--- config.mk ---
export PLATFORM = sky130hd
export DESIGN_NAME = ccref_top
export DESIGN_NICKNAME = d
export VERILOG_FILES = /design/src/rtl/ccref_pkg.sv /design/src/rtl/ccref_link_if.sv /design/src/rtl/ccref_settle.sv /design/src/rtl/ccref_top.sv
export SDC_FILE = /design/constraint.sdc
export NUM_CORES = 1
export LEC_CHECK = 0
export BUFFER_PORTS_ARGS = -buffer_cell sky130_fd_sc_hd__clkbuf_2
export CAP_MARGIN = 20
export CORE_MARGIN = 4
export CORE_UTILIZATION = 35
export CTS_CLUSTER_DIAMETER = 120
export DETAILED_ROUTE_END_ITERATION = 8
export SYNTH_ARGS = -nofsm -noshare
export SYNTH_HDL_FRONTEND = slang
export SYNTH_HIERARCHICAL = 1
export SYNTH_SLANG_ARGS = --single-unit
export TNS_END_PERCENT = 5
--- constraint.sdc ---
create_clock -name clk -period 2 [get_ports clk]
set_input_delay 0.3 -clock clk [delete_from_list [all_inputs] [get_ports clk]]
set_output_delay 0.3 -clock clk [all_outputs]
set_load 0.1 [all_outputs]
--- src/rtl/ccref_pkg.sv ---
// constants, types and decode functions for the comparator and reference control block
package ccref_pkg;

    // register indices; byte address is four times the index
    localparam logic [11:0] CMP_CTRL_IDX  = 12'h019;
    localparam logic [11:0] REF_CTRL_IDX  = 12'h099;
    localparam logic [11:0] FLAG_IDX      = 12'h0C0;

    // comparator control fields
    localparam int unsigned CMP_RESULT_BIT = 6;
    localparam int unsigned CMP_INVERT_BIT = 4;
    localparam int unsigned CMP_SWAP_BIT   = 3;
    localparam logic [7:0]  CMP_WMASK      = 8'h1F;
    localparam logic [7:0]  CMP_RESET      = 8'h00;

    // reference ladder control fields
    localparam int unsigned REF_POWER_BIT  = 7;
    localparam int unsigned REF_RANGE_BIT  = 5;
    localparam logic [7:0]  REF_WMASK      = 8'hAF;
    localparam logic [7:0]  REF_RESET      = 8'h00;

    // change flag register
    localparam int unsigned FLAG_BIT       = 0;

    // ladder level in units of supply / 96
    localparam logic [6:0]  HIGH_RANGE_BASE = 7'h18;

    // settling after a mode change
    localparam int unsigned CLK_HZ         = 10_000_000;
    localparam int unsigned MODE_SETTLE_US = 10;
    localparam int unsigned SETTLE_CNT_W   = 7;
    localparam logic [6:0]  SETTLE_CYCLES  =
        7'((MODE_SETTLE_US * CLK_HZ + 999_999) / 1_000_000);

    typedef enum logic [2:0] {
        MODE_RESET     = 3'h0,
        MODE_PAIR_OUT  = 3'h1,
        MODE_PAIR      = 3'h2,
        MODE_REF_OUT   = 3'h3,
        MODE_REF       = 3'h4,
        MODE_MUX_REF   = 3'h5,
        MODE_MUX_OUT   = 3'h6,
        MODE_OFF       = 3'h7
    } ccref_mode_t;

    typedef struct packed {
        logic comp_on;
        logic neg_from_pin0;
        logic pos_from_ref;
        logic drive_out;
        logic pin0_analog;
        logic pin1_analog;
    } ccref_route_t;

    function automatic logic [11:0] ccref_byte_addr(input logic [11:0] idx);
        ccref_byte_addr = {idx[9:0], 2'b00};
    endfunction

    function automatic logic ccref_uses_ref(input logic [2:0] mode);
        ccref_uses_ref = (mode == MODE_REF_OUT) || (mode == MODE_REF) ||
                         (mode == MODE_MUX_REF) || (mode == MODE_MUX_OUT);
    endfunction

    function automatic ccref_route_t ccref_decode(input logic [2:0] mode, input logic swap);
        ccref_route_t r;
        r = '0;
        r.comp_on      = (mode != MODE_RESET) && (mode != MODE_OFF);
        r.pos_from_ref = ccref_uses_ref(mode);
        r.drive_out    = (mode == MODE_PAIR_OUT) || (mode == MODE_REF_OUT) ||
                         (mode == MODE_MUX_OUT);
        r.neg_from_pin0 = swap && ((mode == MODE_MUX_REF) || (mode == MODE_MUX_OUT));
        r.pin1_analog  = (mode != MODE_OFF);
        r.pin0_analog  = (mode != MODE_OFF) && (mode != MODE_REF_OUT) && (mode != MODE_REF);
        ccref_decode   = r;
    endfunction

    function automatic logic [6:0] ccref_level(input logic power, input logic range,
                                               input logic [3:0] tap);
        logic [6:0] t;
        t = {3'h0, tap};
        if (!power) begin
            ccref_level = 7'h00;
        end else if (range) begin
            ccref_level = 7'(t << 2);
        end else begin
            ccref_level = 7'(HIGH_RANGE_BASE + t + t + t);
        end
    endfunction

endpackage

--- src/rtl/ccref_link_if.sv ---
// link between the control core and the synchroniser / settle timer
`timescale 1ns/10ps
interface ccref_link_if;
    logic comp_raw;
    logic mode_change;
    logic synced;
    logic settled;

    modport core (output comp_raw, output mode_change, input synced, input settled);
    modport sync (input comp_raw, input mode_change, output synced, output settled);
endinterface

--- src/rtl/ccref_settle.sv ---
// input synchroniser and mode-change settle timer
`timescale 1ns/10ps
module ccref_settle
    import ccref_pkg::*;
(
    // clock, reset, enable
    input wire logic     clk,
    input wire logic     rst,
    input wire logic     ce,
    // link to core
    ccref_link_if.sync   link
);

    typedef enum logic [1:0] {
        SETTLE_IDLE = 2'b00,
        SETTLE_WAIT = 2'b01
    } ccref_settle_t;

    ccref_settle_t           state_reg;
    ccref_settle_t           state_next;
    logic [SETTLE_CNT_W-1:0] cnt_reg;
    logic [SETTLE_CNT_W-1:0] cnt_next;
    logic                    meta_reg;
    logic                    sync_reg;
    logic                    settled_reg;
    logic                    settled_next;

    always_comb begin
        state_next   = state_reg;
        cnt_next     = cnt_reg;
        case (state_reg)
            SETTLE_IDLE: begin
                if (link.mode_change) begin
                    state_next = SETTLE_WAIT;
                    cnt_next   = SETTLE_CYCLES - 7'h01;
                end
            end
            SETTLE_WAIT: begin
                if (link.mode_change) begin
                    cnt_next = SETTLE_CYCLES - 7'h01;
                end else if (cnt_reg == 7'h00) begin
                    state_next = SETTLE_IDLE;
                end else begin
                    cnt_next = cnt_reg - 7'h01;
                end
            end
            default: begin
                state_next = SETTLE_IDLE;
                cnt_next   = 7'h00;
            end
        endcase
        settled_next = (state_next == SETTLE_IDLE);
    end

    // two-stage synchroniser
    always_ff @(posedge clk or posedge rst) begin
        if (rst) begin
            state_reg   <= SETTLE_IDLE;
            cnt_reg     <= 7'h00;
            meta_reg    <= 1'b0;
            sync_reg    <= 1'b0;
            settled_reg <= 1'b1;
        end else if (ce) begin
            state_reg   <= state_next;
            cnt_reg     <= cnt_next;
            meta_reg    <= link.comp_raw;
            sync_reg    <= meta_reg;
            settled_reg <= settled_next;
        end
    end

    assign link.synced  = sync_reg;
    assign link.settled = settled_reg;
endmodule

--- src/rtl/ccref_top.sv ---
// comparator and reference ladder control with apb register access
// Notes on behaviour
// invert control complements the result bit
// uninverted result high when positive exceeds negative
// three-bit mode field selects eight modes
// swap bit only acts in mux modes
// result unreliable while settling after mode change
// software masks interrupts during mode change
// ladder gives 32 levels in two ranges
// low range level is tap over 24
// high range level quarter plus tap/32
// power bit turns ladder on or off
// range bit picks low or high range
// reference routed in four modes only
// unimplemented bits ignore writes, read zero
// result may drive pin two per mode
// inputs share pins zero and one
// software sets pin directions per mode
// software sets analog select before use
// change flag sets on result mismatch
// control read relatches result, ends mismatch
// raw comparator output synchronised two stages
// mode decode drives routing and enables
//
// The APB register port was left to the implementer.
`timescale 1ns/10ps
module ccref_top
    import ccref_pkg::*;
(
    // clock, reset, enable
    input  wire logic        clk,
    input  wire logic        rst,
    input  wire logic        ce,
    // apb slave
    input  wire logic        psel,
    input  wire logic        penable,
    input  wire logic        pwrite,
    input  wire logic [11:0] paddr,
    input  wire logic [31:0] pwdata,
    output logic      [31:0] prdata,
    output logic             pready,
    output logic             pslverr,
    // analog comparator
    input  wire logic        comp_raw,
    output logic             comparator_on,
    output logic             neg_from_pin_zero,
    output logic             pos_from_ref,
    output logic             pin_zero_analog,
    output logic             pin_one_analog,
    // pin two output
    output logic             result_pin_two_out,
    output logic             result_pin_two_oe_n,
    // reference ladder
    output logic             ladder_power_on,
    output logic             ladder_range_sel,
    output logic [3:0]       ladder_tap_sel,
    output logic [6:0]       internal_ref_level,
    // status
    output logic             comparator_result,
    output logic             result_valid,
    output logic             comparator_change_flag
);

    typedef enum logic [1:0] {
        APB_IDLE = 2'b00,
        APB_ACK  = 2'b01
    } ccref_apb_t;

    ccref_link_if link ();

    ccref_settle u_settle (
        .clk  (clk),
        .rst  (rst),
        .ce   (ce),
        .link (link.sync)
    );

    assign link.comp_raw = comp_raw;

    // bus state
    ccref_apb_t   apb_reg;
    ccref_apb_t   apb_next;
    logic [31:0]  prdata_reg;
    logic [31:0]  prdata_next;
    logic         pslverr_reg;
    logic         pslverr_next;
    // control and status state
    logic [7:0]   cmp_ctrl_reg;
    logic [7:0]   cmp_ctrl_next;
    logic [7:0]   ref_ctrl_reg;
    logic [7:0]   ref_ctrl_next;
    logic         result_reg;
    logic         result_next;
    logic         latched_reg;
    logic         latched_next;
    logic         flag_reg;
    logic         flag_next;
    logic         valid_reg;
    // registered outputs
    ccref_route_t route_reg;
    ccref_route_t route_next;
    logic [6:0]   level_reg;
    logic [6:0]   level_next;
    // decode helpers
    logic         done;
    logic         hit_cmp;
    logic         hit_ref;
    logic         hit_flag;
    logic [7:0]   rd_byte;
    logic         mismatch;

    // bus decode and register file
    always_comb begin
        apb_next      = apb_reg;
        prdata_next   = prdata_reg;
        pslverr_next  = pslverr_reg;
        cmp_ctrl_next = cmp_ctrl_reg;
        ref_ctrl_next = ref_ctrl_reg;
        latched_next  = latched_reg;
        flag_next     = flag_reg;
        hit_cmp       = (paddr == ccref_byte_addr(CMP_CTRL_IDX));
        hit_ref       = (paddr == ccref_byte_addr(REF_CTRL_IDX));
        hit_flag      = (paddr == ccref_byte_addr(FLAG_IDX));
        done          = (apb_reg == APB_ACK) && psel && penable;
        link.mode_change = 1'b0;
        // unimplemented bits read zero
        rd_byte = 8'h00;
        if (hit_cmp) begin
            rd_byte = cmp_ctrl_reg & CMP_WMASK;
            rd_byte[CMP_RESULT_BIT] = result_reg;
        end else if (hit_ref) begin
            rd_byte = ref_ctrl_reg & REF_WMASK;
        end else if (hit_flag) begin
            rd_byte[FLAG_BIT] = flag_reg;
        end
        case (apb_reg)
            APB_IDLE: begin
                if (psel && !penable) begin
                    apb_next     = APB_ACK;
                    prdata_next  = {24'h000000, rd_byte};
                    pslverr_next = !(hit_cmp || hit_ref || hit_flag);
                end
            end
            APB_ACK: begin
                if (done) begin
                    apb_next     = APB_IDLE;
                    prdata_next  = 32'h00000000;
                    pslverr_next = 1'b0;
                end
            end
            default: begin
                apb_next = APB_IDLE;
            end
        endcase
        if (done && pwrite) begin
            // writes masked to implemented bits
            if (hit_cmp) begin
                // mode field stored
                cmp_ctrl_next = pwdata[7:0] & CMP_WMASK;
                latched_next  = result_reg;
                link.mode_change = (pwdata[2:0] != cmp_ctrl_reg[2:0]);
            end
            if (hit_ref) begin
                ref_ctrl_next = pwdata[7:0] & REF_WMASK;
            end
            if (hit_flag) begin
                flag_next = pwdata[FLAG_BIT];
            end
        end
        // control read relatches shown result
        if (done && !pwrite && hit_cmp) begin
            latched_next = prdata_reg[CMP_RESULT_BIT];
        end
        // mismatch sets flag over a clear
        mismatch = (result_reg != latched_reg) && link.settled;
        if (mismatch) begin
            flag_next = 1'b1;
        end
    end

    // result, routing and ladder outputs
    always_comb begin
        // polarity applied after synchroniser
        result_next = link.synced ^ cmp_ctrl_reg[CMP_INVERT_BIT];
        // mode decode to routing
        route_next  = ccref_decode(cmp_ctrl_reg[2:0], cmp_ctrl_reg[CMP_SWAP_BIT]);
        // ladder level from range and tap
        level_next  = ccref_level(ref_ctrl_reg[REF_POWER_BIT], ref_ctrl_reg[REF_RANGE_BIT],
                                  ref_ctrl_reg[3:0]);
    end

    always_ff @(posedge clk or posedge rst) begin
        if (rst) begin
            apb_reg      <= APB_IDLE;
            prdata_reg   <= 32'h00000000;
            pslverr_reg  <= 1'b0;
            cmp_ctrl_reg <= CMP_RESET;
            ref_ctrl_reg <= REF_RESET;
            latched_reg  <= 1'b0;
            flag_reg     <= 1'b0;
            result_reg   <= 1'b0;
            route_reg    <= '0;
            level_reg    <= 7'h00;
            valid_reg    <= 1'b1;
        end else if (ce) begin
            apb_reg      <= apb_next;
            prdata_reg   <= prdata_next;
            pslverr_reg  <= pslverr_next;
            cmp_ctrl_reg <= cmp_ctrl_next;
            ref_ctrl_reg <= ref_ctrl_next;
            latched_reg  <= latched_next;
            flag_reg     <= flag_next;
            result_reg   <= result_next;
            route_reg    <= route_next;
            level_reg    <= level_next;
            // validity withdrawn while settling
            valid_reg    <= link.settled;
        end
    end

    assign prdata                 = prdata_reg;
    assign pready                 = (apb_reg == APB_ACK);
    assign pslverr                = pslverr_reg;
    assign comparator_on          = route_reg.comp_on;
    // pin sharing from mode decode
    assign neg_from_pin_zero      = route_reg.neg_from_pin0;
    // reference in four modes
    assign pos_from_ref           = route_reg.pos_from_ref;
    assign pin_zero_analog        = route_reg.pin0_analog;
    assign pin_one_analog         = route_reg.pin1_analog;
    // pin two follows result when enabled
    assign result_pin_two_out     = result_reg;
    assign result_pin_two_oe_n    = !route_reg.drive_out;
    // power and range straight from control
    assign ladder_power_on        = ref_ctrl_reg[REF_POWER_BIT];
    assign ladder_range_sel       = ref_ctrl_reg[REF_RANGE_BIT];
    assign ladder_tap_sel         = ref_ctrl_reg[3:0];
    assign internal_ref_level     = level_reg;
    assign comparator_result      = result_reg;
    assign result_valid           = valid_reg;
    assign comparator_change_flag = flag_reg;
endmodule

==> impl_results.md <==
- Fin. Hold Viols: 11
- Async S/R FF share, synth: 100.0%
- P&R area growth vs syn: 19.95%
- Post-synth top area share: 43.13%
- Initial Util: 36.04%
- Final Max Tran Viols: 0
- Hold_ws: -0.01137 ns
- Detailed Route WL: 6.165 mm
- Fin crit share: 91.91%
- DR WL/cell: 13.73 um
- GRT overflow: 0
- Max Fclk: 0.5440 GHz
- Synth Cell Area: 0.002785 mm^2
- Status: complete, but fails checks
- Pwr dens: 671.8 mW/mm^2
- Core Area: 0.007727 mm^2
- CTS Buf Count: 5
- Seq/Total Area, Yosys: 45.01%
- Synth warnings: 6
- Failing checks: hold timing
- Max-Cap Viols: 0
- Placer Congestion: 0.8318
- Clk sinks: 50
- Least-Margin Pin Slew: 0.5520 ns
- Req. time, crit path: 2.19 ns
- IO Pins: 108
- Normalized max-slew margin: 63.36%
- First-pass GRT wire length: 10.29 mm
- Tmin final: 1.838 ns
- Clk root buf: clkbuf_8
- Placed cells: 440
- RSZ-0062 raised after global routing: false
- Critical path launch point type: flip-flop
- Setup Skew: 0.008873 ns
- Count leader, synth: dfrtp_1
- Die area: 0.009449 mm^2
- Chip width: 97.21 um
- Cells after synthesis: 270
- Final Non-Filler Cells: 449
- Synth top area cells: dfrtp_1 43%, buf_4 7.0%, mux2_2 6.1%
- Clk buf depth: 2
- Antenna violations before repair: 0
- Largest net degree at the start of global routing: 39
- Most frequent cells after synthesis: 48 x dfrtp_1, 26 x buf_4, 24 x inv_1, 17 x nor2_1, 15 x mux2_2
- Kind of critical path: flip-flop to flip-flop
- Rows: 32
- Initial DRC Count: 86
- Leakage: 0.001616 uW
- Largest area contributor in the netlist: dfrtp_1
- Post-DP HPWL: 4.622 mm
- Largest register FFs: 8
- CTS H-tree depth: 2
- DRC errors left: 0
- Cell variety after synth: 55
- Worst slack, placed: -0.1161 ns
- Clk pin slew, worst setup/hold paths: 0.09 ns
- Final setup vio count: 0
- GRT Total Usage: 13.22%
- Port Buffers: 58
- Via density: 4.815
- Vias in the first global route: 2,124
- Share of layout cells above drive strength 1: 34.87%
- Clock Latency Late Sink: 0.31 ns
- Post-synth EDFFs: 0
- TritonRoute pass-1 iters: 4
- Worst Path Arrival: 2.03 ns
- Vias: 2,162
- Routed Antenna Nets: 0
- CTS tree: done
- Avg Cell Area, Syn: 10.32 um^2
- CP endpoint kind: flip-flop
- Ant. Diodes: 0
- Worst Hold Class: input port to async pin
- VDD IR-drop max: 266.8 uV
- Nets: 406
- CP Max Fanout: 4
- Slack of the critical path: 0.1617 ns
- Die height: 97.21 um
- Post-synthesis register bit count: 50
- Synth Flop Type: dfrtp_1
kinds of logic after synthesis:
| logic type | share of synthesized area [%] |
|---|---|
| adder cells (fa/ha/maj) | 4.582 |
| AND/OR/NAND/NOR | 15.05 |
| XOR/XNOR | 2.830 |
| multiplexers | 7.502 |
| AO/OA/AOI/OAI | 13.70 |
| flip-flops | 45.01 |
| other | 0.1346 |
| buffers and inverters | 11.19 |
through the flow:
step                      cell area [um^2]  util (%)  hold slack, ns  TNS (ns)  power, uW
final                                 3341     43.23        -0.01137         0       2244
after global routing                  3341     43.23         0.01961         0       2347
after CTS                             3331     43.10        0.008819         0       2279
after detailed placement              3224     41.73          0.3431   -0.5251       1555
after global placement                3224     41.73          0.3299   -0.6187       1553
after floorplan                       2878         -          0.1640   -0.3471       1509
placed cells by master, fill, tap and decap left out, drive strengths merged, types with 3 or more instances in the layout:
master  synthesis  layout
mux2           15      15
buf            27      21
nand2b          4       4
a22o            5       5
a31oi           9       9
ha              7       7
inv            24      24
o21ai          11      11
a21oi          11      11
conb            1      24
clkbuf          6      65
a221o           3       3
xnor2           7       7
and2            3       3
nor3            6       6
or3             3       3
dfrtp          48      48
mux2i           4       4
nand3           5       5
o22ai           7       7
nor2           18      18
nand2          13      13
repair_timing:
item / in CTS / in global routing
setup buffers: 0 / 1
setup endpoints to repair: 0 / 1
hold buffers: 0 / 0
resized for setup: 0 / 1
per-layer routing:
| metal | GRT usage (%) | vias to the layer above | wire, um |
|---|---|---|---|
| met5 | 0 | - | 0 |
| met2 | 21.55 | 58 | 2968 |
| met3 | 4.092 | 8 | 378 |
| li1 | - | 1055 | - |
| met4 | 3.888 | 0 | 72 |
| met1 | 16.85 | 1041 | 2745 |
worst paths after layout:
path | startpoint | to | slack (ns) | depth (start not counted)
max | ref_ctrl_reg[2]$_DFFE_PP0P_ | internal_ref_level[3]$_DFFE_PP0P_ | 0.16 | 7
min | rst | u_settle/cnt_reg[6]$_DFFE_PP0P_ | -0.01 | 2
max reg2reg | ref_ctrl_reg[2]$_DFFE_PP0P_ | internal_ref_level[3]$_DFFE_PP0P_ | 0.16 | 7
min reg2reg | prdata[0]$_DFFE_PP0P_ | prdata[0]$_DFFE_PP0P_ | 0.50 | 2
max in group asynchronous | rst | ref_ctrl_reg[1]$_DFFE_PP0P_ | 1.53 | 3
min in group clk | pwdata[5] | ref_ctrl_reg[5]$_DFFE_PP0P_ | 0.22 | 2
where the power goes:
part	internal (uW)	switching (uW)
clock	375	337
combinational	68.9	414
sequential	1030	18.3
worst max-delay path, stage by stage, from the launching register on:
cell and delay [ns]:
dfrtp_2 0.45, ha_1 0.29, ha_1 0.16, inv_1 0.06
fa_2 0.51, nor2_1 0.04, a21oi_1 0.13, o22ai_1 0.09
cell type report:
| cell class | count | area, um^2 |
|---|---|---|
| timing repair buffer | 79 | 447.9 |
| multi-input combinational | 186 | 1309 |
| inverter | 24 | 90.09 |
| clock inverter | 1 | 30.03 |
| clock buffer | 7 | 76.32 |
| sequential | 50 | 1260 |
| fill | 745 | 4387 |
| tap | 102 | 127.6 |
(Power assumes the default switching activity.)
